===== config.mk =====
export PLATFORM = sky130hd
export DESIGN_NAME = plaor_top
export DESIGN_NICKNAME = d
export VERILOG_FILES = /design/src/hw/plaor_pkg.sv /design/src/hw/plaor_top.sv
export SDC_FILE = /design/constraint.sdc
export NUM_CORES = 1
export LEC_CHECK = 0
export BUFFER_PORTS_ARGS = -buffer_cell sky130_fd_sc_hd__buf_4
export CORE_ASPECT_RATIO = 0.5
export CORE_MARGIN = 2
export CORE_UTILIZATION = 51
export CTS_CLUSTER_DIAMETER = 200
export DETAILED_ROUTE_END_ITERATION = 6
export PLACE_DENSITY = 0.87
export SLEW_MARGIN = 20
export SYNTH_ARGS = -nofsm -noshare
export SYNTH_HDL_FRONTEND = slang
export SYNTH_SLANG_ARGS = --single-unit

===== constraint.sdc =====
create_clock -name sys_clk -period 1.9 [get_ports sys_clk]
set_input_delay 0.285 -clock sys_clk [delete_from_list [all_inputs] [get_ports sys_clk]]
set_output_delay 0.285 -clock sys_clk [all_outputs]
set_load 0.1 [all_outputs]

===== src/hw/plaor_pkg.sv =====
package plaor_pkg;

  // Register byte addresses
  localparam logic [31:0] INTERRUPT_ROUTE_ADDR     = 32'hFFFF0B44;
  localparam logic [31:0] ADC_TRIGGER_ROUTE_ADDR   = 32'hFFFF0B48;
  localparam logic [31:0] SOFTWARE_INPUT_BITS_ADDR = 32'hFFFF0B4C;
  localparam logic [31:0] ELEMENT_OUTPUT_VIEW_ADDR = 32'hFFFF0B50;
  localparam logic [31:0] CONFIGURATION_LOCK_ADDR  = 32'hFFFF0B54;
  localparam logic [31:0] EVENT_STATUS_ADDR        = 32'hFFFF0B58;
  localparam logic [31:0] EVENT_MASK_ADDR          = 32'hFFFF0B5C;
  localparam logic [31:0] LOCK_STATE_ADDR          = 32'hFFFF0B60;

  // Reset values
  localparam logic [15:0] INTERRUPT_ROUTE_RST     = 16'h0000;
  localparam logic [4:0]  ADC_TRIGGER_ROUTE_RST   = 5'h00;
  localparam logic [15:0] SOFTWARE_INPUT_BITS_RST = 16'h0000;
  localparam logic [2:0]  EVENT_RST               = 3'h0;

  // Field positions
  localparam int FIRST_ARRAY_INTERRUPT_SRC_LSB = 0;
  localparam int FIRST_ARRAY_INTERRUPT_EN_BIT  = 4;
  localparam int SECOND_ARRAY_INTERRUPT_SRC_LSB = 8;
  localparam int SECOND_ARRAY_INTERRUPT_EN_BIT  = 12;
  localparam int ADC_SRC_LSB  = 0;
  localparam int ADC_EN_BIT   = 4;
  localparam int LOCK_BIT     = 0;
  localparam int SRC_W        = 4;

  // Writable bits of the interrupt route register
  localparam logic [15:0] INTERRUPT_ROUTE_MASK = 16'h1F1F;

  // Event status bits
  localparam int EV_FIRST_ARRAY_INTERRUPT = 0;
  localparam int EV_SECOND_ARRAY_INTERRUPT = 1;
  localparam int EV_ADC  = 2;
  localparam int EV_W    = 3;

endpackage


===== src/hw/plaor_top.sv =====
// Register access over APB was decided locally.
`timescale 1ns/100ps
module plaor_top
(
  input  wire logic        sys_clk,         // System clock, 25 MHz
  input  wire logic        rst,             // Synchronous reset, active high
  input  wire logic        psel,            // APB select
  input  wire logic        penable,         // APB enable
  input  wire logic        pwrite,          // APB write
  input  wire logic [31:0] paddr,           // APB address
  input  wire logic [31:0] pwdata,          // APB write data
  output logic      [31:0] prdata,          // APB read data
  output logic             pready,          // APB ready
  output logic             pslverr,         // APB error, unmapped address
  input  wire logic [15:0] element_out,     // Element outputs, any element clock
  input  wire logic [15:0] elem_input_sel,  // Per element input-select control bit
  input  wire logic [15:0] elem_feedback,   // Per element feedback mux result
  output logic      [15:0] elem_data_in,    // Per element selected input
  output logic             first_array_interrupt,   // Routed first interrupt
  output logic             second_array_interrupt,  // Routed second interrupt
  output logic             adc_convst_request,      // Routed ADC start request
  output logic             config_locked,   // Freezes element configuration
  output logic             irq              // Block interrupt, level
);

  // ==========================================================================
  // Helpers
  // ==========================================================================
  function automatic logic pick_element(input logic [15:0] outs,
                                        input logic [3:0]  idx);
    pick_element = outs[idx];
  endfunction

  function automatic logic hit(input logic [31:0] a, input logic [31:0] b);
    hit = (a == b);
  endfunction

  // ==========================================================================
  // Element output synchroniser
  // ==========================================================================
  // Element outputs may run on another clock
  logic [15:0] elem_sync1;
  logic [15:0] elem_sync2;
  logic [15:0] next_elem_sync1;
  logic [15:0] next_elem_sync2;

  always_comb
  begin
    next_elem_sync1 = element_out;
    next_elem_sync2 = elem_sync1;
  end

  always_ff @(posedge sys_clk)
  begin
    if (rst)
    begin
      elem_sync1 <= 16'h0000;
      elem_sync2 <= 16'h0000;
    end
    else
    begin
      elem_sync1 <= next_elem_sync1;
      elem_sync2 <= next_elem_sync2;
    end
  end

  // ==========================================================================
  // Bus decode
  // ==========================================================================
  logic wr_strobe;
  logic setup;
  logic sel_irq_route;
  logic sel_adc_route;
  logic sel_sw_in;
  logic sel_out_view;
  logic sel_lock;
  logic sel_status;
  logic sel_mask;
  logic sel_lock_state;
  logic mapped;

  // Zero wait states; every access ends in its access cycle
  assign pready         = 1'b1;
  assign setup          = psel & ~penable;
  assign wr_strobe      = psel & penable & pwrite;
  assign sel_irq_route  = hit(paddr, plaor_pkg::INTERRUPT_ROUTE_ADDR);
  assign sel_adc_route  = hit(paddr, plaor_pkg::ADC_TRIGGER_ROUTE_ADDR);
  assign sel_sw_in      = hit(paddr, plaor_pkg::SOFTWARE_INPUT_BITS_ADDR);
  assign sel_out_view   = hit(paddr, plaor_pkg::ELEMENT_OUTPUT_VIEW_ADDR);
  assign sel_lock       = hit(paddr, plaor_pkg::CONFIGURATION_LOCK_ADDR);
  assign sel_status     = hit(paddr, plaor_pkg::EVENT_STATUS_ADDR);
  assign sel_mask       = hit(paddr, plaor_pkg::EVENT_MASK_ADDR);
  assign sel_lock_state = hit(paddr, plaor_pkg::LOCK_STATE_ADDR);
  assign mapped         = sel_irq_route | sel_adc_route | sel_sw_in | sel_out_view
                        | sel_lock | sel_status | sel_mask | sel_lock_state;

  // ==========================================================================
  // Configuration registers and lock
  // ==========================================================================
  logic [15:0] interrupt_route;
  logic [4:0]  adc_trigger_route;
  logic [15:0] software_input_bits;
  logic        lock_bit;
  logic        lock_used;
  logic [15:0] next_interrupt_route;
  logic [4:0]  next_adc_trigger_route;
  logic [15:0] next_software_input_bits;
  logic        next_lock_bit;
  logic        next_lock_used;

  always_comb
  begin
    next_interrupt_route     = interrupt_route;
    next_adc_trigger_route   = adc_trigger_route;
    next_software_input_bits = software_input_bits;
    next_lock_bit            = lock_bit;
    next_lock_used           = lock_used;
    if (wr_strobe && sel_irq_route && !lock_bit)
      next_interrupt_route = pwdata[15:0] & plaor_pkg::INTERRUPT_ROUTE_MASK;
    if (wr_strobe && sel_adc_route && !lock_bit)
      next_adc_trigger_route = pwdata[4:0];
    if (wr_strobe && sel_sw_in)
      next_software_input_bits = pwdata[15:0];
    // First lock write is consumed, whatever its data
    if (wr_strobe && sel_lock && !lock_used)
    begin
      next_lock_bit  = pwdata[plaor_pkg::LOCK_BIT];
      next_lock_used = 1'b1;
    end
  end

  always_ff @(posedge sys_clk)
  begin
    if (rst)
    begin
      interrupt_route     <= plaor_pkg::INTERRUPT_ROUTE_RST;
      adc_trigger_route   <= plaor_pkg::ADC_TRIGGER_ROUTE_RST;
      software_input_bits <= plaor_pkg::SOFTWARE_INPUT_BITS_RST;
      lock_bit            <= 1'b0;
      lock_used           <= 1'b0;
    end
    else
    begin
      interrupt_route     <= next_interrupt_route;
      adc_trigger_route   <= next_adc_trigger_route;
      software_input_bits <= next_software_input_bits;
      lock_bit            <= next_lock_bit;
      lock_used           <= next_lock_used;
    end
  end

  assign config_locked = lock_bit;

  // ==========================================================================
  // Output routing and element input select
  // ==========================================================================
  logic        next_first_irq;
  logic        next_second_irq;
  logic        next_adc_req;
  logic [15:0] next_elem_data_in;

  always_comb
  begin
    next_first_irq = interrupt_route[plaor_pkg::FIRST_ARRAY_INTERRUPT_EN_BIT]
                   & pick_element(elem_sync2,
                       interrupt_route[plaor_pkg::FIRST_ARRAY_INTERRUPT_SRC_LSB +: plaor_pkg::SRC_W]);
    next_second_irq = interrupt_route[plaor_pkg::SECOND_ARRAY_INTERRUPT_EN_BIT]
                    & pick_element(elem_sync2,
                        interrupt_route[plaor_pkg::SECOND_ARRAY_INTERRUPT_SRC_LSB +: plaor_pkg::SRC_W]);
    next_adc_req = adc_trigger_route[plaor_pkg::ADC_EN_BIT]
                 & pick_element(elem_sync2,
                     adc_trigger_route[plaor_pkg::ADC_SRC_LSB +: plaor_pkg::SRC_W]);
    for (int i = 0; i < 16; i++)
      next_elem_data_in[i] = elem_input_sel[i] ? elem_feedback[i]
                                               : software_input_bits[i];
  end

  always_ff @(posedge sys_clk)
  begin
    if (rst)
    begin
      first_array_interrupt  <= 1'b0;
      second_array_interrupt <= 1'b0;
      adc_convst_request     <= 1'b0;
      elem_data_in           <= 16'h0000;
    end
    else
    begin
      first_array_interrupt  <= next_first_irq;
      second_array_interrupt <= next_second_irq;
      adc_convst_request     <= next_adc_req;
      elem_data_in           <= next_elem_data_in;
    end
  end

  // ==========================================================================
  // Event status and mask
  // ==========================================================================
  logic [2:0] prev_routed;
  logic [2:0] event_status;
  logic [2:0] event_mask;
  logic [2:0] rise;
  logic [2:0] next_prev_routed;
  logic [2:0] next_event_status;
  logic [2:0] next_event_mask;

  always_comb
  begin
    next_prev_routed = {adc_convst_request, second_array_interrupt,
                        first_array_interrupt};
    rise             = next_prev_routed & ~prev_routed;
    next_event_mask  = event_mask;
    next_event_status = event_status;
    if (wr_strobe && sel_mask)
      next_event_mask = pwdata[plaor_pkg::EV_W-1:0];
    if (wr_strobe && sel_status)
      next_event_status = next_event_status & ~pwdata[plaor_pkg::EV_W-1:0];
    // Set after clear so a same-cycle event is kept
    next_event_status = next_event_status | rise;
  end

  always_ff @(posedge sys_clk)
  begin
    if (rst)
    begin
      prev_routed  <= plaor_pkg::EVENT_RST;
      event_status <= plaor_pkg::EVENT_RST;
      event_mask   <= plaor_pkg::EVENT_RST;
    end
    else
    begin
      prev_routed  <= next_prev_routed;
      event_status <= next_event_status;
      event_mask   <= next_event_mask;
    end
  end

  // Level interrupt while any unmasked event is pending
  assign irq = |(event_status & event_mask);

  // ==========================================================================
  // Read data, captured in the setup cycle
  // ==========================================================================
  logic [31:0] next_prdata;
  logic        next_pslverr;

  always_comb
  begin
    next_prdata  = prdata;
    next_pslverr = pslverr;
    if (setup)
    begin
      next_pslverr = ~mapped;
      next_prdata  = 32'h00000000;
      if (!pwrite)
      begin
        if (sel_irq_route)
          next_prdata[15:0] = interrupt_route;
        if (sel_adc_route)
          next_prdata[4:0] = adc_trigger_route;
        if (sel_sw_in)
          next_prdata[15:0] = software_input_bits;
        if (sel_out_view)
          next_prdata[15:0] = elem_sync2;
        if (sel_status)
          next_prdata[plaor_pkg::EV_W-1:0] = event_status;
        if (sel_mask)
          next_prdata[plaor_pkg::EV_W-1:0] = event_mask;
        if (sel_lock_state)
          next_prdata[1:0] = {lock_used, lock_bit};
      end
    end
  end

  always_ff @(posedge sys_clk)
  begin
    if (rst)
    begin
      prdata  <= 32'h00000000;
      pslverr <= 1'b0;
    end
    else
    begin
      prdata  <= next_prdata;
      pslverr <= next_pslverr;
    end
  end

endmodule


==> results of run 1 <==
sequential cells by signal, indices dropped and copies added (netlist names):
register,count
lock_used,1
software_input_bits,16
elem_data_in,16
config_locked,1
event_mask,3
adc_convst_request,1
pslverr,1
prev_routed,3
prdata,16
event_status,3
elem_sync2,16
second_array_interrupt,1
interrupt_route,10
first_array_interrupt,1
elem_sync1,16
adc_trigger_route,5
cells in the final DEF, fill, tap and decap left out, types with 5 or more instances in the layout:
master / count
nand2b_1: 28
o21ai_0: 9
inv_1: 16
nor3_1: 17
nand4_1: 20
nor2b_1: 43
nand3_1: 5
o31ai_1: 18
mux4_2: 15
mux2_2: 8
nand2_1: 18
a32oi_1: 5
mux2i_1: 35
clkbuf_16: 9
a22o_1: 5
buf_4: 154
nor2_1: 23
dfxtp_1: 110
o2111ai_1: 6
conb_1: 17
a21oi_1: 24
stage by stage:
stage          utilization, %  hold slack [ns]  power (uW)  setup slack, ns
2_1_floorplan               -            0.368        2870            0.104
3_3_place_gp             65.1            0.420        3070            0.100
3_5_place_dp             65.1            0.424        3080           0.0417
4_1_cts                  68.2            0.123        4910           0.0891
5_1_grt                  68.2            0.136        5050         0.000633
6_report                 68.2            0.132        4870           0.0889
path summary, 6_finish.rpt:
check                                        from                               end  slack [ns]  cells past startpoint
setup reg to reg  interrupt_route[0]$_SDFFE_PP0P_  first_array_interrupt$_SDFF_PP0_        0.09                      3
hold / removal                     element_out[0]          elem_sync1[0]$_SDFF_PP0_        0.13                      2
setup / recovery  interrupt_route[0]$_SDFFE_PP0P_  first_array_interrupt$_SDFF_PP0_        0.09                      3
hold reg to reg          elem_sync1[6]$_SDFF_PP0_          elem_sync2[6]$_SDFF_PP0_        0.44                      1
layer usage:
layer / GRT usage [%] / routed length, um / up-vias
met4: 8.50 / 257 / 0
met3: 6.85 / 1340 / 25
met1: 30.6 / 5300 / 2005
met5: 0 / 0 / -
met2: 39.8 / 5920 / 239
li1: - / - / 2068
kinds of logic (layout without fill, tap and decap cells):
group | Yosys count | after routing | share of synthesized area (%)
muxes | 58 | 58 | 15.2
AOI/OAI and AO/OA | 85 | 85 | 11.5
and+or+nand+nor | 185 | 185 | 22.7
xor gates and xnor gates | 1 | 1 | 0.171
buffers and inverters | 71 | 189 | 7.13
DFF | 110 | 110 | 43.1
other | 2 | 17 | 0.147
area by class of cell:
cell class	instances	area, um2
well taps	135	169
repair buffers	157	1220
clock buffers	9	225
clock inverters	7	78.8
inverters	16	60.1
fillers	703	3050
flip-flops and latches	110	2200
multi-input cells	346	2600
power by group through the flow:
stage / combinational (uW) / clock (uW) / sequential (uW)
4_1_cts: 655 / 1890 / 2370
3_3_place_gp: 645 / 0 / 2430
6_report: 654 / 1840 / 2370
3_5_place_dp: 651 / 0 / 2430
2_1_floorplan: 340 / 0 / 2530
5_1_grt: 688 / 1980 / 2380
cells in the mapped netlist (all sizes together), types with 3 or more instances:
library cell  instances
dfxtp               110
nor2b                43
mux2i                35
buf                  34
nand2b               28
nor2                 26
a21oi                24
nand4                22
clkbuf               21
nand2                18
nor3                 18
o31ai                18
inv                  16
mux4                 15
o21ai                 9
mux2                  8
nand3                 6
o2111ai               6
a22o                  5
a32oi                 5
and4                  4
a22oi                 3
and3                  3
o22ai                 3
==> flow_metrics.env, run 1 <==
export IMPL_cp_end_kind="flop"
export IMPL_clk_latency_ns=0.36
export IMPL_slew_headroom_pct=62.8
export IMPL_async_flop_share_pct=0
export IMPL_setup_viol=0
export IMPL_switchingPower_uw=1350
export IMPL_final_antenna_net_count=0
export IMPL_antenna_found_initial=0
export IMPL_finalInstanceArea_mm2=0.00655
export IMPL_max_freq_mhz=552
export IMPL_crit_slowest_cell="mux4_2"
export IMPL_clk_path_buf_depth=2
export IMPL_power_share_switching_pct=27.7
export IMPL_final_nets=757
export IMPL_io_pins=172
export IMPL_portBuffers=138
export IMPL_seqPwrFrac_pct=48.7
export IMPL_pwr_share_comb_pct=13.4
export IMPL_avgViaCountPerCell=5.56
export IMPL_synth_edf_count=0
export IMPL_max_stage_delay_ns=0.54
export IMPL_route_detailed_drc=0
export IMPL_dieWidth_um=146
export IMPL_avgSynthCellArea_um2=9.98
export IMPL_p_leak_uw=0.00272
export IMPL_synth_top_area_share_pct=43.1
export IMPL_grt_pass1_vias=4014
export IMPL_cp_arrival_ns=2.06
export IMPL_cts_setup_buffers=0
export IMPL_peakVddDrop_uv=509
export IMPL_dp_hpwl_um=9210
export IMPL_finalSetupTns_ns=0
export IMPL_track_usage_pct=23.9
export IMPL_ys_ff_latch=110
export IMPL_synthCells=512
export IMPL_syn_cell_area_mm2=0.00511
export IMPL_hold_buffers=0
export IMPL_hold_class="input port to flop"
export IMPL_first_pass_iters=5
export IMPL_worstMarginPinSlew_ns=0.557
export IMPL_finalWirelength_um=12800
export IMPL_core_area_mm2=0.00960
export IMPL_wire_per_inst_um=16.4
export IMPL_p_int_uw=3530
export IMPL_hold_viol=0
export IMPL_final_cells=780
export IMPL_htree_levels=3
export IMPL_yosys_warnings=0
export IMPL_critPathRequiredTime_ns=2.15
export IMPL_cts_sinks=110
export IMPL_drive_gt1_share_pct=32.6
export IMPL_synth_area_leaders="dfxtp_1, mux2i_1, mux4_2"
export IMPL_finalCritPeriodShare_pct=95.3
export IMPL_worst_path_buf_inv=0
export IMPL_cts_tree="built"
export IMPL_place_congestion=0.946
export IMPL_num_vias=4337
export IMPL_p_per_area_mw_per_mm2=744
export IMPL_grt_overflow=0
export IMPL_layout_min_cycle_time_ns=1.81
export IMPL_critPathTopFamily="multiplexers"
export IMPL_cts_repair_resized=0
export IMPL_areaGrowthSynthToFinish_pct=28.2
export IMPL_clk_pin_slew_worst_paths_ns=0.08
export IMPL_ys_seq_area_share_pct=43.1
export IMPL_drt_first_iter_violations=493
export IMPL_critPathKind="flop to flop"
export IMPL_die_h_um=74.8
export IMPL_startpoint_type="flop"
export IMPL_critPathMaxFanout=6
export IMPL_synth_distinct_cells=63
export IMPL_cap_violations=0
export IMPL_cp_cell_sequence="mux4_2 -> mux4_2 -> nor2b_1"
export IMPL_maxSlewViolCount=0
export IMPL_outcome="completed"
export IMPL_fin_skew_ns=0.0101
export IMPL_root_buffer="clkbuf_16"
export IMPL_grt_pass1_wl_um=20400
export IMPL_postPlaceCellArea_mm2=0.00625
export IMPL_grt_max_degree=56
export IMPL_dieArea_mm2=0.0109
export IMPL_rsz0062_at_grt="no"
export IMPL_diodes=0
export IMPL_ys_flop_type="dfxtp_1"
export IMPL_yosysTopAreaCell="dfxtp_1"
export IMPL_row_count=25
export IMPL_initial_core_util_pct=53.2
export IMPL_crit_top_cell="mux4_2"
export IMPL_clkPwrFrac_pct=37.9
export IMPL_cts_buffers=9
export IMPL_place_inst=764
Power figures use the tool's default switching activity.
==> inputs of run 2 (changes only) <==
--- a/config.mk
+++ b/config.mk
@@ -12,6 +12,7 @@
 export CTS_CLUSTER_DIAMETER = 200
 export DETAILED_ROUTE_END_ITERATION = 6
 export PLACE_DENSITY = 0.87
+export RECOVER_POWER = 50
 export SLEW_MARGIN = 20
 export SYNTH_ARGS = -nofsm -noshare
 export SYNTH_HDL_FRONTEND = slang
==> run 2 against run 1 <==
Effect of this change:
- non-clock buffer count unchanged
- combinational power shrank 1%
- utilization fell by 0.52 points
- sequential cell count stayed put
- critical path type unchanged
- largest power group unchanged
==> flow_metrics.env, run 2 (synthesized netlist as in run 1, its figures left out) <==
export IMPL_clk_path_buf_depth=2
export IMPL_holdWs_ns=0.131
export IMPL_avgViaCountPerCell=5.57
export IMPL_finalWirelength_um=12900
export IMPL_die_h_um=74.8
export IMPL_worstMarginPinSlew_ns=1.10
export IMPL_r2r_start="interrupt_route[0]$_SDFFE_PP0P_"
export IMPL_core_area_mm2=0.00960
export IMPL_cts_setup_buffers=0
export IMPL_hold_class="input port to flop"
export IMPL_met3_length_um=1300
export IMPL_antenna_found_initial=0
export IMPL_maxSlewViolCount=0
export IMPL_cts_sinks=110
export IMPL_root_buffer="clkbuf_16"
export IMPL_row_count=25
export IMPL_place_congestion=0.946
export IMPL_final_nets=757
export IMPL_cap_violations=0
export IMPL_final_common_cell="buf_4"
export IMPL_final_antenna_net_count=0
export IMPL_critPathKind="flop to flop"
export IMPL_grt_overflow=0
export IMPL_hold_end="elem_sync1[0]$_SDFF_PP0_"
export IMPL_first_pass_iters=5
export IMPL_r2r_end="first_array_interrupt$_SDFF_PP0_"
export IMPL_diodes=0
export IMPL_slew_headroom_pct=26.9
export IMPL_p_leak_uw=0.00270
export IMPL_top_layer="met4"
export IMPL_hold_buffers=0
export IMPL_cp_arrival_ns=2.06
export IMPL_layout_common_cells="buf_4, dfxtp_1, nor2b_1"
export IMPL_pre_cts_ws_ns=0.0417
export IMPL_startpoint_type="flop"
export IMPL_grt_max_degree=56
export IMPL_cts_repair_resized=0
export IMPL_route_detailed_drc=0
export IMPL_fin_skew_ns=0.0102
export IMPL_grt_pass1_vias=4014
export IMPL_hold_viol=0
export IMPL_dieWidth_um=146
export IMPL_portBuffers=138
export IMPL_htree_levels=3
export IMPL_num_vias=4348
export IMPL_areaGrowthSynthToFinish_pct=27.2
export IMPL_cts_tree="built"
export IMPL_initial_core_util_pct=53.2
export IMPL_clk_pin_slew_worst_paths_ns=0.08
export IMPL_critPathRequiredTime_ns=2.15
export IMPL_track_usage_pct=23.9
export IMPL_cts_buffers=9
export IMPL_met2WireLength_um=5900
export IMPL_fin_ws_ns=0.0886
export IMPL_setup_viol=0
export IMPL_io_pins=172
export IMPL_regToRegSetupSlack_ns=0.09
export IMPL_grt_pass1_wl_um=20400
export IMPL_outcome="completed"
export IMPL_dp_hpwl_um=9210
export IMPL_wl_met1_um=5380
export IMPL_drive_gt1_share_pct=32.6
export IMPL_rsz0062_at_grt="no"
export IMPL_layout_min_cycle_time_ns=1.81
export IMPL_max_freq_mhz=552
export IMPL_clk_latency_ns=0.36
export IMPL_dieArea_mm2=0.0109
export IMPL_finalSetupTns_ns=0
export IMPL_critPathMaxFanout=6
export IMPL_drt_first_iter_violations=494
export IMPL_peakVddDrop_uv=509
export IMPL_wire_per_inst_um=16.5
export IMPL_hp_start="element_out[0]"
export IMPL_hold_depth=2
export IMPL_worstRegToRegCells=3
export IMPL_p_per_area_mw_per_mm2=749
export IMPL_postLayoutCoreUtil_pct=67.7
export IMPL_cp_end_kind="flop"
export IMPL_finalCritPeriodShare_pct=95.3
==> run 2: cell types whose count changed in the layout (fill, tap and decap cells not counted), sizes merged <==
cell,previous run,this run
buf,157,137
clkbuf,9,29
==> run 2: report_power, final <==
part           switching (uW)  internal (uW)  total [uW]
logic                     410            236         646
clock network             917            932        1850
registers                24.3           2350        2370
total                    1350           3520        4870
==> run 2: area by class of cell <==
type	instances	area [um2]
fill	720	3100
clock buffer	9	225
tap	135	169
sequential	110	2200
timing repair buffer	157	1170
inverter	16	60.1
multi-input combinational	346	2600
clock inverter	7	78.8
==> run 2: stage by stage <==
stage	area (um2)	cells	power [uW]
6_report	6500	780	4870
5_1_grt	6500	780	5040
4_1_cts	6550	780	4910
3_5_place_dp	6250	764	3080
3_3_place_gp	6250	764	3070
2_1_floorplan	5170	527	2870
==> run 2: critical path: stages, from the launching register on <==
cell	delay [ns]
dfxtp_1	0.50
mux4_2	0.54
mux4_2	0.51
nor2b_1	0.15
==> run 2: how the worst max path moves through the flow <==
stage / cells past startpoint / slack (ns) / endpoint / from
finish: 3 / 0.09 / first_array_interrupt$_SDFF_PP0_ / interrupt_route[0]$_SDFFE_PP0P_
global route: 3 / 0.0006 / second_array_interrupt$_SDFF_PP0_ / interrupt_route[8]$_SDFFE_PP0P_
CTS: 3 / 0.09 / adc_convst_request$_SDFF_PP0_ / adc_trigger_route[0]$_SDFFE_PP0P_
detailed placement: 6 / 0.04 / adc_trigger_route[0]$_SDFFE_PP0P_ / paddr[7]
global placement: 7 / 0.10 / prdata[12]$_SDFFE_PP0P_ / paddr[7]
floorplan: 4 / 0.10 / interrupt_route[0]$_SDFFE_PP0P_ / config_locked$_SDFFE_PP0P_
==> run 2: routing by layer <==
| metal | GRT usage [%] | vias to the layer above |
|---|---|---|
| li1 | - | 2068 |
| met1 | 30.6 | 2009 |
| met2 | 39.8 | 244 |
| met3 | 6.85 | 27 |
| met4 | 8.50 | 0 |
| met5 | 0 | - |
==> inputs of run 3 (changes only) <==
--- a/config.mk
+++ b/config.mk
@@ -11,6 +11,7 @@
 export CORE_UTILIZATION = 51
 export CTS_CLUSTER_DIAMETER = 200
 export DETAILED_ROUTE_END_ITERATION = 6
+export HOLD_SLACK_MARGIN = 0.08
 export PLACE_DENSITY = 0.87
 export RECOVER_POWER = 50
 export SLEW_MARGIN = 20
==> constraint.sdc (replaced) <==
create_clock -name sys_clk -period 1.9 [get_ports sys_clk]
set_input_delay 0.285 -clock sys_clk [delete_from_list [all_inputs] [get_ports sys_clk]]
set_output_delay 0.285 -clock sys_clk [all_outputs]
set_load 0.005 [all_outputs]
==> run 3 against run 2 <==
Effect of this change:
- hold slack hardly changed
- cell count unchanged
- via count hardly changed
- clock power barely moved
- global-route usage did not move
- combinational power is 37% lower
- first-iteration DRC count decreased by 16%
- largest power group unchanged
- highest routed layer unchanged
==> flow_metrics.env, run 3 (synthesized netlist as in run 1, its figures left out) <==
export IMPL_outcome="completed"
export IMPL_wire_per_inst_um=16.5
export IMPL_slew_headroom_pct=26.4
export IMPL_fin_skew_ns=0.0104
export IMPL_maxSlewViolCount=0
export IMPL_clk_latency_ns=0.36
export IMPL_max_freq_mhz=552
export IMPL_pre_cts_ws_ns=0.0417
export IMPL_final_cells=780
export IMPL_clkPwrFrac_pct=39.9
export IMPL_regToRegSetupSlack_ns=0.09
export IMPL_io_pins=172
export IMPL_route_detailed_drc=0
export IMPL_track_usage_pct=23.9
export IMPL_setup_viol=0
export IMPL_crit_start="interrupt_route[0]$_SDFFE_PP0P_"
export IMPL_switchingPower_uw=1110
export IMPL_cap_violations=0
export IMPL_num_vias=4346
export IMPL_initial_core_util_pct=53.2
export IMPL_layout_common_cells="buf_4, dfxtp_1, nor2b_1"
export IMPL_clk_pin_slew_worst_paths_ns=0.08
export IMPL_critPathMaxFanout=6
export IMPL_root_buffer="clkbuf_16"
export IMPL_areaGrowthSynthToFinish_pct=28.0
export IMPL_diodes=0
export IMPL_worstMarginPinSlew_ns=1.10
export IMPL_peakVddDrop_uv=470
export IMPL_finalSetupTns_ns=0
export IMPL_final_common_cell="buf_4"
export IMPL_startpoint_type="flop"
export IMPL_finalWirelength_um=12800
export IMPL_p_leak_uw=0.00270
export IMPL_pwr_share_comb_pct=8.8
export IMPL_cp_arrival_ns=2.06
export IMPL_hold_buffers=0
export IMPL_grt_pass1_wl_um=20400
export IMPL_dieArea_mm2=0.0109
export IMPL_dieWidth_um=146
export IMPL_p_int_uw=3520
export IMPL_grt_pass1_vias=4014
export IMPL_hold_viol=0
export IMPL_cts_sinks=110
export IMPL_postLayoutCoreUtil_pct=68.1
export IMPL_grt_max_degree=56
export IMPL_rsz0062_at_grt="no"
export IMPL_cp_end_kind="flop"
export IMPL_drt_first_iter_violations=416
export IMPL_portBuffers=138
export IMPL_crit_path_end="first_array_interrupt$_SDFF_PP0_"
export IMPL_row_count=25
export IMPL_hold_class="input port to flop"
export IMPL_worstRegToRegCells=3
export IMPL_avgViaCountPerCell=5.57
export IMPL_first_pass_iters=5
export IMPL_seqPwrFrac_pct=51.3
export IMPL_r2r_end="first_array_interrupt$_SDFF_PP0_"
export IMPL_finalCritPeriodShare_pct=95.3
export IMPL_place_congestion=0.946
export IMPL_clk_path_buf_depth=2
export IMPL_cts_tree="built"
export IMPL_power_share_switching_pct=23.9
export IMPL_final_antenna_net_count=0
export IMPL_place_inst=764
export IMPL_die_h_um=74.8
export IMPL_cts_repair_resized=0
export IMPL_htree_levels=3
export IMPL_cts_buffers=9
export IMPL_dp_hpwl_um=9210
export IMPL_final_nets=757
export IMPL_cts_setup_buffers=0
export IMPL_antenna_found_initial=0
export IMPL_grt_overflow=0
export IMPL_n_fill_cell=706
export IMPL_layout_min_cycle_time_ns=1.81
export IMPL_critPathRequiredTime_ns=2.15
export IMPL_holdWs_ns=0.131
export IMPL_fin_ws_ns=0.0895
export IMPL_r2r_start="interrupt_route[0]$_SDFFE_PP0P_"
export IMPL_core_area_mm2=0.00960
export IMPL_p_per_area_mw_per_mm2=707
export IMPL_drive_gt1_share_pct=32.2
export IMPL_critPathKind="flop to flop"
-- run 3: changes by cell type in the layout (fill, tap and decap cells not counted) --
| cell | change |
|---|---|
| clkbuf_4 | +19 |
| clkbuf_2 | -19 |
| clkbuf_1 | +2 |
| buf_4 | -2 |
-- run 3: routing by layer --
layer  routed length, um  share of wire (%)  GRT usage (%)  vias up
li1                    -                  -              -     2071
met1                5420                 42           30.6     1994
met2                5850                 46           39.8      252
met3                1290                 10           6.85       29
met4                 280                2.2           8.50        0
met5                   0                  0              0        -
-- run 3: worst min-delay path by stage --
stage	endpoint	cells past startpoint	from
2_1_floorplan	prev_routed[0]$_SDFF_PP0_	1	rst
3_5_place_dp	elem_sync2[2]$_SDFF_PP0_	1	elem_sync1[2]$_SDFF_PP0_
3_3_place_gp	elem_sync2[9]$_SDFF_PP0_	1	elem_sync1[9]$_SDFF_PP0_
4_1_cts	elem_sync1[0]$_SDFF_PP0_	2	element_out[0]
5_1_grt	elem_sync1[0]$_SDFF_PP0_	2	element_out[0]
6_report	elem_sync1[0]$_SDFF_PP0_	2	element_out[0]
-- run 3: critical path, stage by stage, from the launching register on --
cell and delay (ns):
dfxtp_1 0.50, mux4_2 0.54, mux4_2 0.51, nor2b_1 0.15
-- run 3: area by class of cell --
type / instances / area [um2] / share of cell area (%)
tap: 135 / 169 / 2.58
timing repair buffer: 157 / 1210 / 18.4
inverter: 16 / 60.1 / 0.918
clock buffer: 9 / 225 / 3.44
sequential: 110 / 2200 / 33.7
multi-input combinational: 346 / 2600 / 39.7
clock inverter: 7 / 78.8 / 1.21
-- run 3: through the flow --
stage	power [uW]	cell area, um2
after global placement	2820	6250
after floorplan	2620	5170
after global routing	4800	6540
after detailed placement	2830	6250
final	4630	6540
after CTS	4670	6550
-- run 3: power by group through the flow --
| stage | sequential (uW) | clock (uW) | combinational [uW] |
|---|---|---|---|
| finish | 2370 | 1850 | 407 |
| global route | 2380 | 1980 | 441 |
| CTS | 2370 | 1890 | 409 |
| detailed placement | 2430 | 0 | 405 |
| global placement | 2430 | 0 | 399 |
| floorplan | 2420 | 0 | 200 |
